<file path="src/common/ucc_pkg.sv">
// package for the unit conversion coefficient bank: map, resets, request types
package ucc_pkg;
   localparam int          ADDR_W          = 12;
   localparam int          COEFF_W         = 16;
   localparam int          RAW_W           = 32;
   localparam int          VIRT_W          = 64;
   localparam int          PROD_W          = RAW_W + COEFF_W;
   localparam int          MUL_LAT         = 2;
   localparam logic [11:0] VOLT_COEFF_OFS  = 12'h014;
   localparam logic [11:0] CURR_COEFF_OFS  = 12'h016;
   localparam logic [11:0] PWR_COEFF_OFS   = 12'h018;
   localparam logic [15:0] COEFF_RST       = 16'h0001;
   localparam logic [1:0]  RST_SYNC_INIT   = 2'h0;
   // quantity selects for a virtual read request
   typedef enum logic [3:0] {
      UCC_Q_VOLT, UCC_Q_CURR, UCC_Q_P, UCC_Q_Q, UCC_Q_S,
      UCC_Q_PF, UCC_Q_QF, UCC_Q_SF
   } ucc_qty_t;
   // channel 0..2 = phases A..C, 3 = neutral (current) or total (power)
   typedef struct packed {
      ucc_qty_t    qty;
      logic [1:0]  chan;
   } ucc_vreq_t;
   typedef struct packed {
      logic               valid;
      logic [VIRT_W-1:0]  value;
   } ucc_vrsp_t;
endpackage : ucc_pkg

</file>
<file path="src/rtl/ucc_mul.sv">
// signed raw value times unsigned coefficient, two pipeline stages
module ucc_mul #(
   parameter int RAW_W   = 32,
   parameter int COEFF_W = 16
) (
   input  wire logic                       clk_sys_i,   // system clock
   input  wire logic                       rst_n_i,     // synchronised reset
   input  wire logic                       go_i,        // operands valid
   input  wire logic signed [RAW_W-1:0]    raw_i,       // raw measurement
   input  wire logic [COEFF_W-1:0]         coeff_i,     // unsigned coefficient
   output logic                            done_o,      // product valid
   output logic signed [RAW_W+COEFF_W-1:0] prod_o       // full width product
);
   logic                               go_q;
   logic signed [RAW_W-1:0]            raw_q;
   logic signed [COEFF_W:0]            coeff_q;
   logic signed [RAW_W+COEFF_W:0]      prod_full;

   // operands widen to the full width before the multiply, so no high bits are lost
   assign prod_full = raw_q * coeff_q;

   always_ff @(posedge clk_sys_i or negedge rst_n_i) begin
      if (!rst_n_i) begin
         go_q    <= 1'b0;
         raw_q   <= '0;
         coeff_q <= '0;
      end else begin
         go_q    <= go_i;
         raw_q   <= raw_i;
         coeff_q <= $signed({1'b0, coeff_i});  // zero extend keeps it unsigned
      end
   end

   // full product width, no bits dropped
   always_ff @(posedge clk_sys_i or negedge rst_n_i) begin
      if (!rst_n_i) begin
         done_o <= 1'b0;
         prod_o <= '0;
      end else begin
         done_o <= go_q;
         prod_o <= prod_full[RAW_W+COEFF_W-1:0];
      end
   end
endmodule : ucc_mul

</file>
<file path="src/rtl/ucc_coeff_bank.sv">
// unit conversion coefficient bank with on-demand scaled virtual values
// Notes on behaviour
// - phase rms voltage is multiplied by the voltage coefficient on read.
// - three 16-bit coefficient registers, each resetting to one.
// - phase and neutral rms current multiplied by the current coefficient.
// - each raw per-phase power multiplied by the power coefficient.
// - power coefficient covers real, reactive, apparent, total and fundamental.
// - virtual value computed at request time, 8 bytes, lsb first.
module ucc_coeff_bank #(
   parameter int RAW_W = 32
) (
   input  wire logic                       clk_sys_i,    // 20 MHz system clock
   input  wire logic                       rstn_i,       // async reset, active low
   input  wire logic [ucc_pkg::ADDR_W-1:0] reg_addr_i,   // register address
   input  wire logic [15:0]                reg_wdata_i,  // write data
   input  wire logic                       reg_wr_i,     // write strobe
   input  wire logic                       reg_rd_i,     // read strobe
   output logic [15:0]                     reg_rdata_o,  // read data, cycle after strobe
   input  wire ucc_pkg::ucc_vreq_t         vreq_i,       // virtual read select
   input  wire logic                       vreq_valid_i, // virtual read request
   input  wire logic [4*RAW_W-1:0]         raw_rms_v_i,  // rms voltage, phases a..c
   input  wire logic [4*RAW_W-1:0]         raw_rms_i_i,  // rms current, a..c, neutral
   input  wire logic [4*RAW_W-1:0]         raw_p_i,      // real power a..c
   input  wire logic [4*RAW_W-1:0]         raw_q_i,      // reactive power a..c
   input  wire logic [4*RAW_W-1:0]         raw_s_i,      // apparent power a..c
   input  wire logic [4*RAW_W-1:0]         raw_pf_i,     // fundamental real a..c
   input  wire logic [4*RAW_W-1:0]         raw_qf_i,     // fundamental reactive a..c
   input  wire logic [4*RAW_W-1:0]         raw_sf_i,     // fundamental apparent a..c
   output ucc_pkg::ucc_vrsp_t              vrsp_o,       // scaled virtual answer
   output logic                            vbusy_o       // request in flight
);
   localparam int PW = RAW_W + ucc_pkg::COEFF_W;

   typedef enum logic [1:0] {UCC_IDLE, UCC_SUM, UCC_MUL} ucc_state_t;

   logic [1:0]              rst_sync_q;
   logic                    rst_n;
   logic [15:0]             volt_coeff_q;
   logic [15:0]             curr_coeff_q;
   logic [15:0]             pwr_coeff_q;
   ucc_state_t              state_q;
   ucc_pkg::ucc_vreq_t      req_q;
   logic [1:0]              idx_q;
   logic signed [PW+1:0]    acc_q;
   logic signed [PW+1:0]    sum;
   logic [4*RAW_W-1:0]      raw_bus;
   logic signed [RAW_W-1:0] lane [4];
   logic [15:0]             coeff;
   logic signed [RAW_W-1:0] raw_sel;
   logic                    is_total;
   logic                    vreq_is_total;
   logic                    take;
   logic                    more_lanes;
   logic                    last_done;
   logic                    go_q;
   logic                    mul_done;
   logic signed [PW-1:0]    prod;

   always_ff @(posedge clk_sys_i or negedge rstn_i) begin
      if (!rstn_i) rst_sync_q <= ucc_pkg::RST_SYNC_INIT;
      else         rst_sync_q <= {rst_sync_q[0], 1'b1};
   end
   assign rst_n = rst_sync_q[1];

   // coefficient registers; values below 1000 are accepted, precision is the software's concern
   always_ff @(posedge clk_sys_i or negedge rst_n) begin
      if (!rst_n) begin
         volt_coeff_q <= ucc_pkg::COEFF_RST;
      end else if (reg_wr_i && reg_addr_i == ucc_pkg::VOLT_COEFF_OFS) begin
         volt_coeff_q <= reg_wdata_i;
      end
   end

   always_ff @(posedge clk_sys_i or negedge rst_n) begin
      if (!rst_n) begin
         curr_coeff_q <= ucc_pkg::COEFF_RST;
      end else if (reg_wr_i && reg_addr_i == ucc_pkg::CURR_COEFF_OFS) begin
         curr_coeff_q <= reg_wdata_i;
      end
   end

   always_ff @(posedge clk_sys_i or negedge rst_n) begin
      if (!rst_n) begin
         pwr_coeff_q <= ucc_pkg::COEFF_RST;
      end else if (reg_wr_i && reg_addr_i == ucc_pkg::PWR_COEFF_OFS) begin
         pwr_coeff_q <= reg_wdata_i;
      end
   end

   // read port, unmapped addresses read zero
   always_ff @(posedge clk_sys_i or negedge rst_n) begin
      if (!rst_n) begin
         reg_rdata_o <= '0;
      end else if (reg_rd_i) begin
         case (reg_addr_i)
            ucc_pkg::VOLT_COEFF_OFS: reg_rdata_o <= volt_coeff_q;
            ucc_pkg::CURR_COEFF_OFS: reg_rdata_o <= curr_coeff_q;
            ucc_pkg::PWR_COEFF_OFS:  reg_rdata_o <= pwr_coeff_q;
            default:                 reg_rdata_o <= '0;
         endcase
      end else begin
         reg_rdata_o <= '0;
      end
   end

   // operand select at request time
   always_comb begin
      raw_bus = raw_p_i;
      coeff   = pwr_coeff_q;
      case (req_q.qty)
         ucc_pkg::UCC_Q_VOLT: begin
            raw_bus = raw_rms_v_i;
            coeff   = volt_coeff_q;
         end
         ucc_pkg::UCC_Q_CURR: begin
            raw_bus = raw_rms_i_i;
            coeff   = curr_coeff_q;
         end
         ucc_pkg::UCC_Q_Q:  raw_bus = raw_q_i;
         ucc_pkg::UCC_Q_S:  raw_bus = raw_s_i;
         ucc_pkg::UCC_Q_PF: raw_bus = raw_pf_i;
         ucc_pkg::UCC_Q_QF: raw_bus = raw_qf_i;
         ucc_pkg::UCC_Q_SF: raw_bus = raw_sf_i;
         default:           raw_bus = raw_p_i;
      endcase
   end

   // lane k of a raw bus is phase k, lane 3 the neutral current
   for (genvar g = 0; g < 4; g++) begin : g_lane
      assign lane[g] = $signed(raw_bus[g*RAW_W +: RAW_W]);
   end
   assign raw_sel = lane[idx_q];

   // power totals have no raw source; they are the sum of the three phases
   assign is_total      = (req_q.qty != ucc_pkg::UCC_Q_VOLT)
                          && (req_q.qty != ucc_pkg::UCC_Q_CURR)
                          && (req_q.chan == 2'h3);
   assign vreq_is_total = (vreq_i.qty != ucc_pkg::UCC_Q_VOLT)
                          && (vreq_i.qty != ucc_pkg::UCC_Q_CURR)
                          && (vreq_i.chan == 2'h3);

   // a request is taken only while idle; one offered while busy is dropped
   assign take       = (state_q == UCC_IDLE) && vreq_valid_i;
   assign more_lanes = is_total && (idx_q != 2'h2);
   assign last_done  = (state_q == UCC_MUL) && mul_done && !more_lanes;
   assign sum        = acc_q + (PW+2)'(prod);

   ucc_mul #(
      .RAW_W   (RAW_W),
      .COEFF_W (ucc_pkg::COEFF_W)
   ) u_mul (
      .clk_sys_i (clk_sys_i),
      .rst_n_i   (rst_n),
      .go_i      (go_q),
      .raw_i     (raw_sel),
      .coeff_i   (coeff),
      .done_o    (mul_done),
      .prod_o    (prod)
   );

   // request sequencer; each product is taken when it is asked for
   always_ff @(posedge clk_sys_i or negedge rst_n) begin
      if (!rst_n) begin
         state_q <= UCC_IDLE;
      end else begin
         case (state_q)
            UCC_IDLE: begin
               if (take) begin
                  state_q <= UCC_MUL;
               end
            end
            UCC_MUL: begin
               if (mul_done) begin
                  state_q <= more_lanes ? UCC_SUM : UCC_IDLE;
               end
            end
            UCC_SUM: begin
               state_q <= UCC_MUL;
            end
            default: state_q <= UCC_IDLE;
         endcase
      end
   end

   // request capture and lane walk; a total starts at phase a
   always_ff @(posedge clk_sys_i or negedge rst_n) begin
      if (!rst_n) begin
         req_q <= '0;
         idx_q <= '0;
      end else if (take) begin
         req_q <= vreq_i;
         idx_q <= vreq_is_total ? 2'h0 : vreq_i.chan;
      end else if (state_q == UCC_MUL && mul_done && more_lanes) begin
         idx_q <= idx_q + 2'h1;
      end
   end

   // two guard bits so a three phase sum cannot overflow
   always_ff @(posedge clk_sys_i or negedge rst_n) begin
      if (!rst_n) begin
         acc_q <= '0;
      end else if (take) begin
         acc_q <= '0;
      end else if (state_q == UCC_MUL && mul_done) begin
         acc_q <= sum;
      end
   end

   always_ff @(posedge clk_sys_i or negedge rst_n) begin
      if (!rst_n) begin
         go_q <= 1'b0;
      end else begin
         go_q <= take || (state_q == UCC_SUM);
      end
   end

   always_ff @(posedge clk_sys_i or negedge rst_n) begin
      if (!rst_n) begin
         vbusy_o <= 1'b0;
      end else if (take) begin
         vbusy_o <= 1'b1;
      end else if (last_done) begin
         vbusy_o <= 1'b0;
      end
   end

   // sign extended to 64 bits, sent lsb first by the serial side
   always_ff @(posedge clk_sys_i or negedge rst_n) begin
      if (!rst_n) begin
         vrsp_o <= '0;
      end else begin
         vrsp_o.valid <= last_done;
         if (last_done) begin
            vrsp_o.value <= ucc_pkg::VIRT_W'(sum);
         end
      end
   end
endmodule : ucc_coeff_bank

</file>
<file path="config.mk">
export PLATFORM = sky130hd
export DESIGN_NAME = ucc_coeff_bank
export DESIGN_NICKNAME = d
export VERILOG_FILES = /design/src/common/ucc_pkg.sv /design/src/rtl/ucc_mul.sv /design/src/rtl/ucc_coeff_bank.sv
export SDC_FILE = /design/constraint.sdc
export NUM_CORES = 2
export LEC_CHECK = 0
export BUFFER_PORTS_ARGS = -buffer_cell sky130_fd_sc_hd__clkbuf_2
export CAP_MARGIN = 15
export CORE_AREA = 2 2 444 446
export CTS_CLUSTER_DIAMETER = 50
export DETAILED_ROUTE_END_ITERATION = 8
export DIE_AREA = 0 0 446 448
export HOLD_SLACK_MARGIN = 0.15
export MAX_ROUTING_LAYER = met4
export PLACE_DENSITY = 0.38
export SETUP_SLACK_MARGIN = 0.05
export SYNTH_ARGS = -nofsm -noshare
export SYNTH_HDL_FRONTEND = slang
export SYNTH_HIERARCHICAL = 1
export SYNTH_SLANG_ARGS = --single-unit
</file>
<file path="constraint.sdc">
create_clock -name clk_sys_i -period 8.9 [get_ports clk_sys_i]
set_input_delay 0.89 -clock clk_sys_i [delete_from_list [all_inputs] [get_ports clk_sys_i]]
set_output_delay 0.89 -clock clk_sys_i [all_outputs]
set_load 0.02 [all_outputs]
</file>
==> flow_results.xml <==
<?xml version="1.0" encoding="UTF-8"?>
<metrics>
  <group name="run_status">
    <metric name="result_of_the_run" unit="">completed</metric>
  </group>
  <group name="synthesis">
    <metric name="synth.cell_area" unit="mm2">0.0377</metric>
    <metric name="synth_cell_type_count" unit="">86</metric>
    <metric name="synthArstFlopShare" unit="">1.00</metric>
    <metric name="synth-edff-count" unit="">0</metric>
    <metric name="ys_seq_elements" unit="">277</metric>
    <metric name="synth_sequential_area_ratio" unit="">0.184</metric>
    <metric name="postSynth.topFlopCell" unit="">sky130_fd_sc_hd__dfrtp_1</metric>
    <metric name="avgSynthCellArea" unit="um2">8.67</metric>
    <metric name="synth_warnings" unit="">6</metric>
    <metric name="syn_nets" unit="">6056</metric>
    <metric name="gate_count_of_the_mapped_netlist" unit="">4344</metric>
  </group>
  <group name="placement">
    <metric name="numPortBuffers" unit="">1144</metric>
    <metric name="routability_congestion_estimate" unit="">1.02</metric>
    <metric name="detailed_placer_s_ending_hpwl" unit="mm">268</metric>
    <metric name="placedCellCount" unit="">7807</metric>
    <metric name="placed_area" unit="mm2">0.0461</metric>
  </group>
  <group name="global_route">
    <metric name="global_route.usage.met3" unit="">0.0701</metric>
    <metric name="global_route.peak_usage_layer" unit="">met2</metric>
    <metric name="global_route.usage.met2" unit="">0.446</metric>
    <metric name="via_count_of_the_first_global_routing_pass" unit="">39200</metric>
    <metric name="grt_overflow" unit="">0</metric>
    <metric name="track_usage" unit="">0.308</metric>
    <metric name="maximum_number_of_pins_on_one_net_before_global_route_repair" unit="">109</metric>
    <metric name="grt_first_pass_wirelength" unit="mm">393</metric>
    <metric name="antenna_violations_before_repair" unit="">251</metric>
    <metric name="groute.layer.met1.usage" unit="">0.393</metric>
  </group>
  <group name="setup_path">
    <metric name="timing.critical_path.max_delay_family" unit="">adder cells</metric>
    <metric name="ff2ff_setup_slack" unit="ns">1.59</metric>
    <metric name="crit_slowest_cell" unit="">sky130_fd_sc_hd__dfrtp_1</metric>
    <metric name="critPathMaxStageDelay" unit="ns">0.90</metric>
    <metric name="worstPathArrival" unit="ns">7.83</metric>
    <metric name="crit_path_cell_trace" unit="">buf_4 &gt; nand2_1 &gt; fa_1 &gt; inv_1 &gt; fa_1 &gt; fa_1 &gt; fa_1 &gt; fa_1 &gt; inv_1 &gt; fa_1 &gt; inv_1 &gt; ha_1 &gt; a2111oi_1 &gt; o2111ai_1 &gt; a311oi_1 &gt; o211ai_1 &gt; a41oi_2 &gt; nand2_1 &gt; a311oi_2 &gt; xnor2_1</metric>
    <metric name="worstSetupStartpointType" unit="">flip-flop</metric>
    <metric name="critical_path.max_fanout" unit="">16</metric>
    <metric name="critical_path.reg2reg.endpoint" unit="">u_mul/prod_o[45]$_DFF_PN0_</metric>
    <metric name="critical_path_buf_inv_count" unit="">4</metric>
    <metric name="critical_path_cell_count" unit="">20</metric>
    <metric name="reg2regPathDepth" unit="">20</metric>
    <metric name="worstSetupEndpoint" unit="">u_mul/prod_o[45]$_DFF_PN0_</metric>
    <metric name="crit_path_end_kind" unit="">flip-flop</metric>
    <metric name="worstReg2RegStart" unit="">u_mul/coeff_q[8]$_DFF_PN0_</metric>
    <metric name="timing.critical_path.from" unit="">u_mul/coeff_q[8]$_DFF_PN0_</metric>
    <metric name="cp_common_cell" unit="">sky130_fd_sc_hd__fa_1</metric>
    <metric name="cp_data_required_time" unit="ns">9.42</metric>
    <metric name="timing.setup.critical_path_class" unit="">flip-flop to flip-flop</metric>
  </group>
  <group name="timing">
    <metric name="whs" unit="ns">0.339</metric>
    <metric name="final_max_slew_viol_count" unit="">0</metric>
    <metric name="max_clock_freq" unit="MHz">137</metric>
    <metric name="max_slew.worst_pin.slew" unit="ns">1.43</metric>
    <metric name="min_period_over_period" unit="">0.821</metric>
    <metric name="setup_viol" unit="">0</metric>
    <metric name="timing.max_slew.rel_slack" unit="">0.0452</metric>
    <metric name="grt_setup_unrepaired" unit="">false</metric>
    <metric name="clock_skew" unit="ns">0.0390</metric>
    <metric name="totalNegativeSetupSlack" unit="ns">0</metric>
    <metric name="period_needed" unit="ns">7.31</metric>
    <metric name="report.final.hold_viol_count" unit="">0</metric>
  </group>
  <group name="drt">
    <metric name="number_of_optimization_iterations_in_the_first_detailed_route_pass" unit="">6</metric>
    <metric name="wire_per_inst" unit="um">38.3</metric>
    <metric name="vias" unit="">39000</metric>
    <metric name="drt-vias-per-instance" unit="">4.85</metric>
    <metric name="postRouteAntennaNets" unit="">0</metric>
    <metric name="drt_iter0_drc" unit="">3811</metric>
    <metric name="post-route-drc-count" unit="">0</metric>
    <metric name="wl" unit="mm">308</metric>
  </group>
  <group name="die">
    <metric name="initial_utilization" unit="">0.194</metric>
    <metric name="core" unit="mm2">0.195</metric>
    <metric name="die_h" unit="um">448</metric>
    <metric name="placement_rows" unit="">162</metric>
    <metric name="design.die.area" unit="mm2">0.200</metric>
    <metric name="pin_count" unit="">1145</metric>
    <metric name="floorplan.die.width" unit="um">446</metric>
  </group>
  <group name="layout">
    <metric name="drive_gt1_frac" unit="">0.272</metric>
    <metric name="layout.cell_area.non_filler" unit="mm2">0.0482</metric>
    <metric name="final_stage_net_count" unit="">7031</metric>
    <metric name="flow.area_growth_from_synthesis" unit="%">27.8</metric>
    <metric name="multi_input_logic_area" unit="mm2">0.0274</metric>
    <metric name="ff_latch_area" unit="mm2">0.00695</metric>
    <metric name="num-fill-cells" unit="">21700</metric>
    <metric name="post_layout_nonfiller_instances" unit="">8043</metric>
  </group>
  <group name="clock_tree">
    <metric name="post_cts.resized_instances" unit="">0</metric>
    <metric name="clock_sink_count" unit="">277</metric>
    <metric name="cts_inserted_buffers" unit="">50</metric>
    <metric name="clockBufferDepth" unit="">3</metric>
    <metric name="clock_latency" unit="ns">0.64</metric>
    <metric name="htreeDepth" unit="">2</metric>
    <metric name="cts_root_buffer" unit="">sky130_fd_sc_hd__clkbuf_16</metric>
    <metric name="clk_pin_slew_worst_paths" unit="ns">0.06</metric>
    <metric name="cts_tree" unit="">done</metric>
  </group>
  <group name="pwr">
    <metric name="worst_ir_drop_vdd" unit="mV">0.205</metric>
    <metric name="p_leak" unit="nW">23.7</metric>
    <metric name="powerDensity" unit="mW/mm2">201</metric>
  </group>
  <group name="min_path">
    <metric name="min_path_type" unit="">flip-flop to asynchronous set/reset pin</metric>
  </group>
  <group name="flow_run">
    <metric name="drv.max_cap_violation_count" unit="">0</metric>
  </group>
</metrics>
stage by stage:
| stage | total power [mW] | setup WS, ns | util |
|---|---|---|---|
| floorplan | 4.43 | 0.614 | - |
| global placement | 7.69 | 1.71 | 0.237 |
| detailed placement | 7.67 | 1.60 | 0.237 |
| CTS | 9.67 | 1.57 | 0.246 |
| global route | 9.94 | 1.22 | 0.247 |
| finish | 9.70 | 1.59 | 0.248 |
routing by layer:
metal	routed length (um)	up-vias	part of all wire
met5	0	-	0
met1	135000	19900	0.44
li1	-	16700	-
met3	20000	525	0.065
met4	21900	0	0.071
met2	130000	1943	0.42
cells in the mapped netlist (all sizes together) (36+ instances only):
| cell type | number | area [um2] |
|---|---|---|
| inv | 600 | 2250 |
| nand2 | 598 | 2240 |
| fa | 485 | 9710 |
| dfrtp | 274 | 6860 |
| o21ai | 262 | 1320 |
| clkbuf | 239 | 898 |
| and2 | 238 | 1490 |
| a21oi | 184 | 921 |
| nor2 | 174 | 656 |
| ha | 164 | 2050 |
| mux2i | 138 | 1380 |
| a22oi | 117 | 878 |
| mux2 | 96 | 1080 |
| a221oi | 78 | 683 |
| nand4 | 73 | 457 |
| xnor2 | 60 | 526 |
| nand3 | 58 | 303 |
| buf | 56 | 300 |
| o211ai | 48 | 365 |
| a31oi | 45 | 288 |
| a22o | 43 | 377 |
| a21o | 41 | 308 |
| xor2 | 36 | 315 |
state kept, by name, summed over array words and instances, names as in the netlist:
signal and flops:
vrsp_o 51, u_mul/go_q 1, rst_sync_q 2, u_mul/raw_q 32, u_mul/prod_o 48, reg_rdata_o 16, acc_q 50, state_q 2
curr_coeff_q 16, req_q 6, u_mul/coeff_q 16, vbusy_o 1, volt_coeff_q 16, u_mul/done_o 1, go_q 1, pwr_coeff_q 16
idx_q 2
repair_timing:
action | 4_1_cts | 5_1_grt
setup endpoints to repair | 0 | 0
hold buffers | 1 | 0
setup buffers | 0 | 0
hold endpoints to repair | 2 | 0
worst reg2reg max path, stage by stage (launching register included):
cell and delay [ns]:
sky130_fd_sc_hd__dfrtp_1 0.90, sky130_fd_sc_hd__buf_4 0.30, sky130_fd_sc_hd__nand2_1 0.09, sky130_fd_sc_hd__fa_1 0.56
sky130_fd_sc_hd__inv_1 0.07, sky130_fd_sc_hd__fa_1 0.49, sky130_fd_sc_hd__fa_1 0.60, sky130_fd_sc_hd__fa_1 0.45
sky130_fd_sc_hd__fa_1 0.53, sky130_fd_sc_hd__inv_1 0.06, sky130_fd_sc_hd__fa_1 0.49, sky130_fd_sc_hd__inv_1 0.06
sky130_fd_sc_hd__ha_1 0.38, sky130_fd_sc_hd__a2111oi_1 0.53, sky130_fd_sc_hd__o2111ai_1 0.22, sky130_fd_sc_hd__a311oi_1 0.32
sky130_fd_sc_hd__o211ai_1 0.22, sky130_fd_sc_hd__a41oi_2 0.35, sky130_fd_sc_hd__nand2_1 0.19, sky130_fd_sc_hd__a311oi_2 0.29
sky130_fd_sc_hd__xnor2_1 0.14
cells by family (layout without fill, tap and decap cells):
logic type	count (synthesis)	after routing	synth area share
and+or+nand+nor	1230	1230	0.152
adders and majority gates	649	649	0.312
AOI/OAI and AO/OA	957	957	0.170
other	1	143	0.0000995
DFF	277	277	0.184
muxes	237	237	0.0671
buffers and inverters	896	1911	0.0917
xor gates and xnor gates	97	97	0.0229
layout make-up:
| cell class | count | area share |
|---|---|---|
| Tap cell | 2542 | 0.0660 |
| Clock inverter | 33 | 0.00704 |
| Timing Repair Buffer | 1218 | 0.132 |
| Inverter | 601 | 0.0468 |
| Sequential cell | 277 | 0.144 |
| Multi-Input combinational cell | 3171 | 0.568 |
| Clock buffer | 59 | 0.0277 |
| Antenna cell | 142 | 0.00738 |
worst min path at each step:
stage | endpoint | depth (start not counted)
finish | vrsp_o[9]$_DFFE_PN0P_ | 0
global route | rst_sync_q[1]$_DFF_PN0_ | 0
CTS | u_mul/go_q$_DFF_PN0_ | 0
detailed placement | u_mul/go_q$_DFF_PN0_ | 0
global placement | u_mul/go_q$_DFF_PN0_ | 0
floorplan | rst_sync_q[1]$_DFF_PN0_ | 0
power by group:
part | total [mW] | switching (mW) | internal, mW
clock network | 1.93 | 0.780 | 1.15
registers | 2.15 | 0.690 | 1.46
logic | 5.61 | 4.08 | 1.53
cells in the final DEF (no fill, tap or decap), types with 50 or more instances in the layout:
cell	instances
sky130_fd_sc_hd__dfrtp_1	267
sky130_fd_sc_hd__xnor2_1	60
sky130_fd_sc_hd__a22oi_1	117
sky130_fd_sc_hd__nand4_1	73
sky130_fd_sc_hd__fa_1	485
sky130_fd_sc_hd__a221oi_1	78
sky130_fd_sc_hd__buf_4	66
sky130_fd_sc_hd__and2_1	237
sky130_fd_sc_hd__o21ai_0	252
sky130_fd_sc_hd__a21oi_1	184
sky130_fd_sc_hd__clkbuf_2	1144
sky130_fd_sc_hd__nand2_1	597
sky130_fd_sc_hd__nor2_1	170
sky130_fd_sc_hd__ha_1	164
sky130_fd_sc_hd__mux2i_1	138
sky130_fd_sc_hd__inv_1	600
sky130_fd_sc_hd__diode_2	142
sky130_fd_sc_hd__nand3_1	57
sky130_fd_sc_hd__clkbuf_16	50
sky130_fd_sc_hd__mux2_2	96
(Power assumes the default switching activity.)
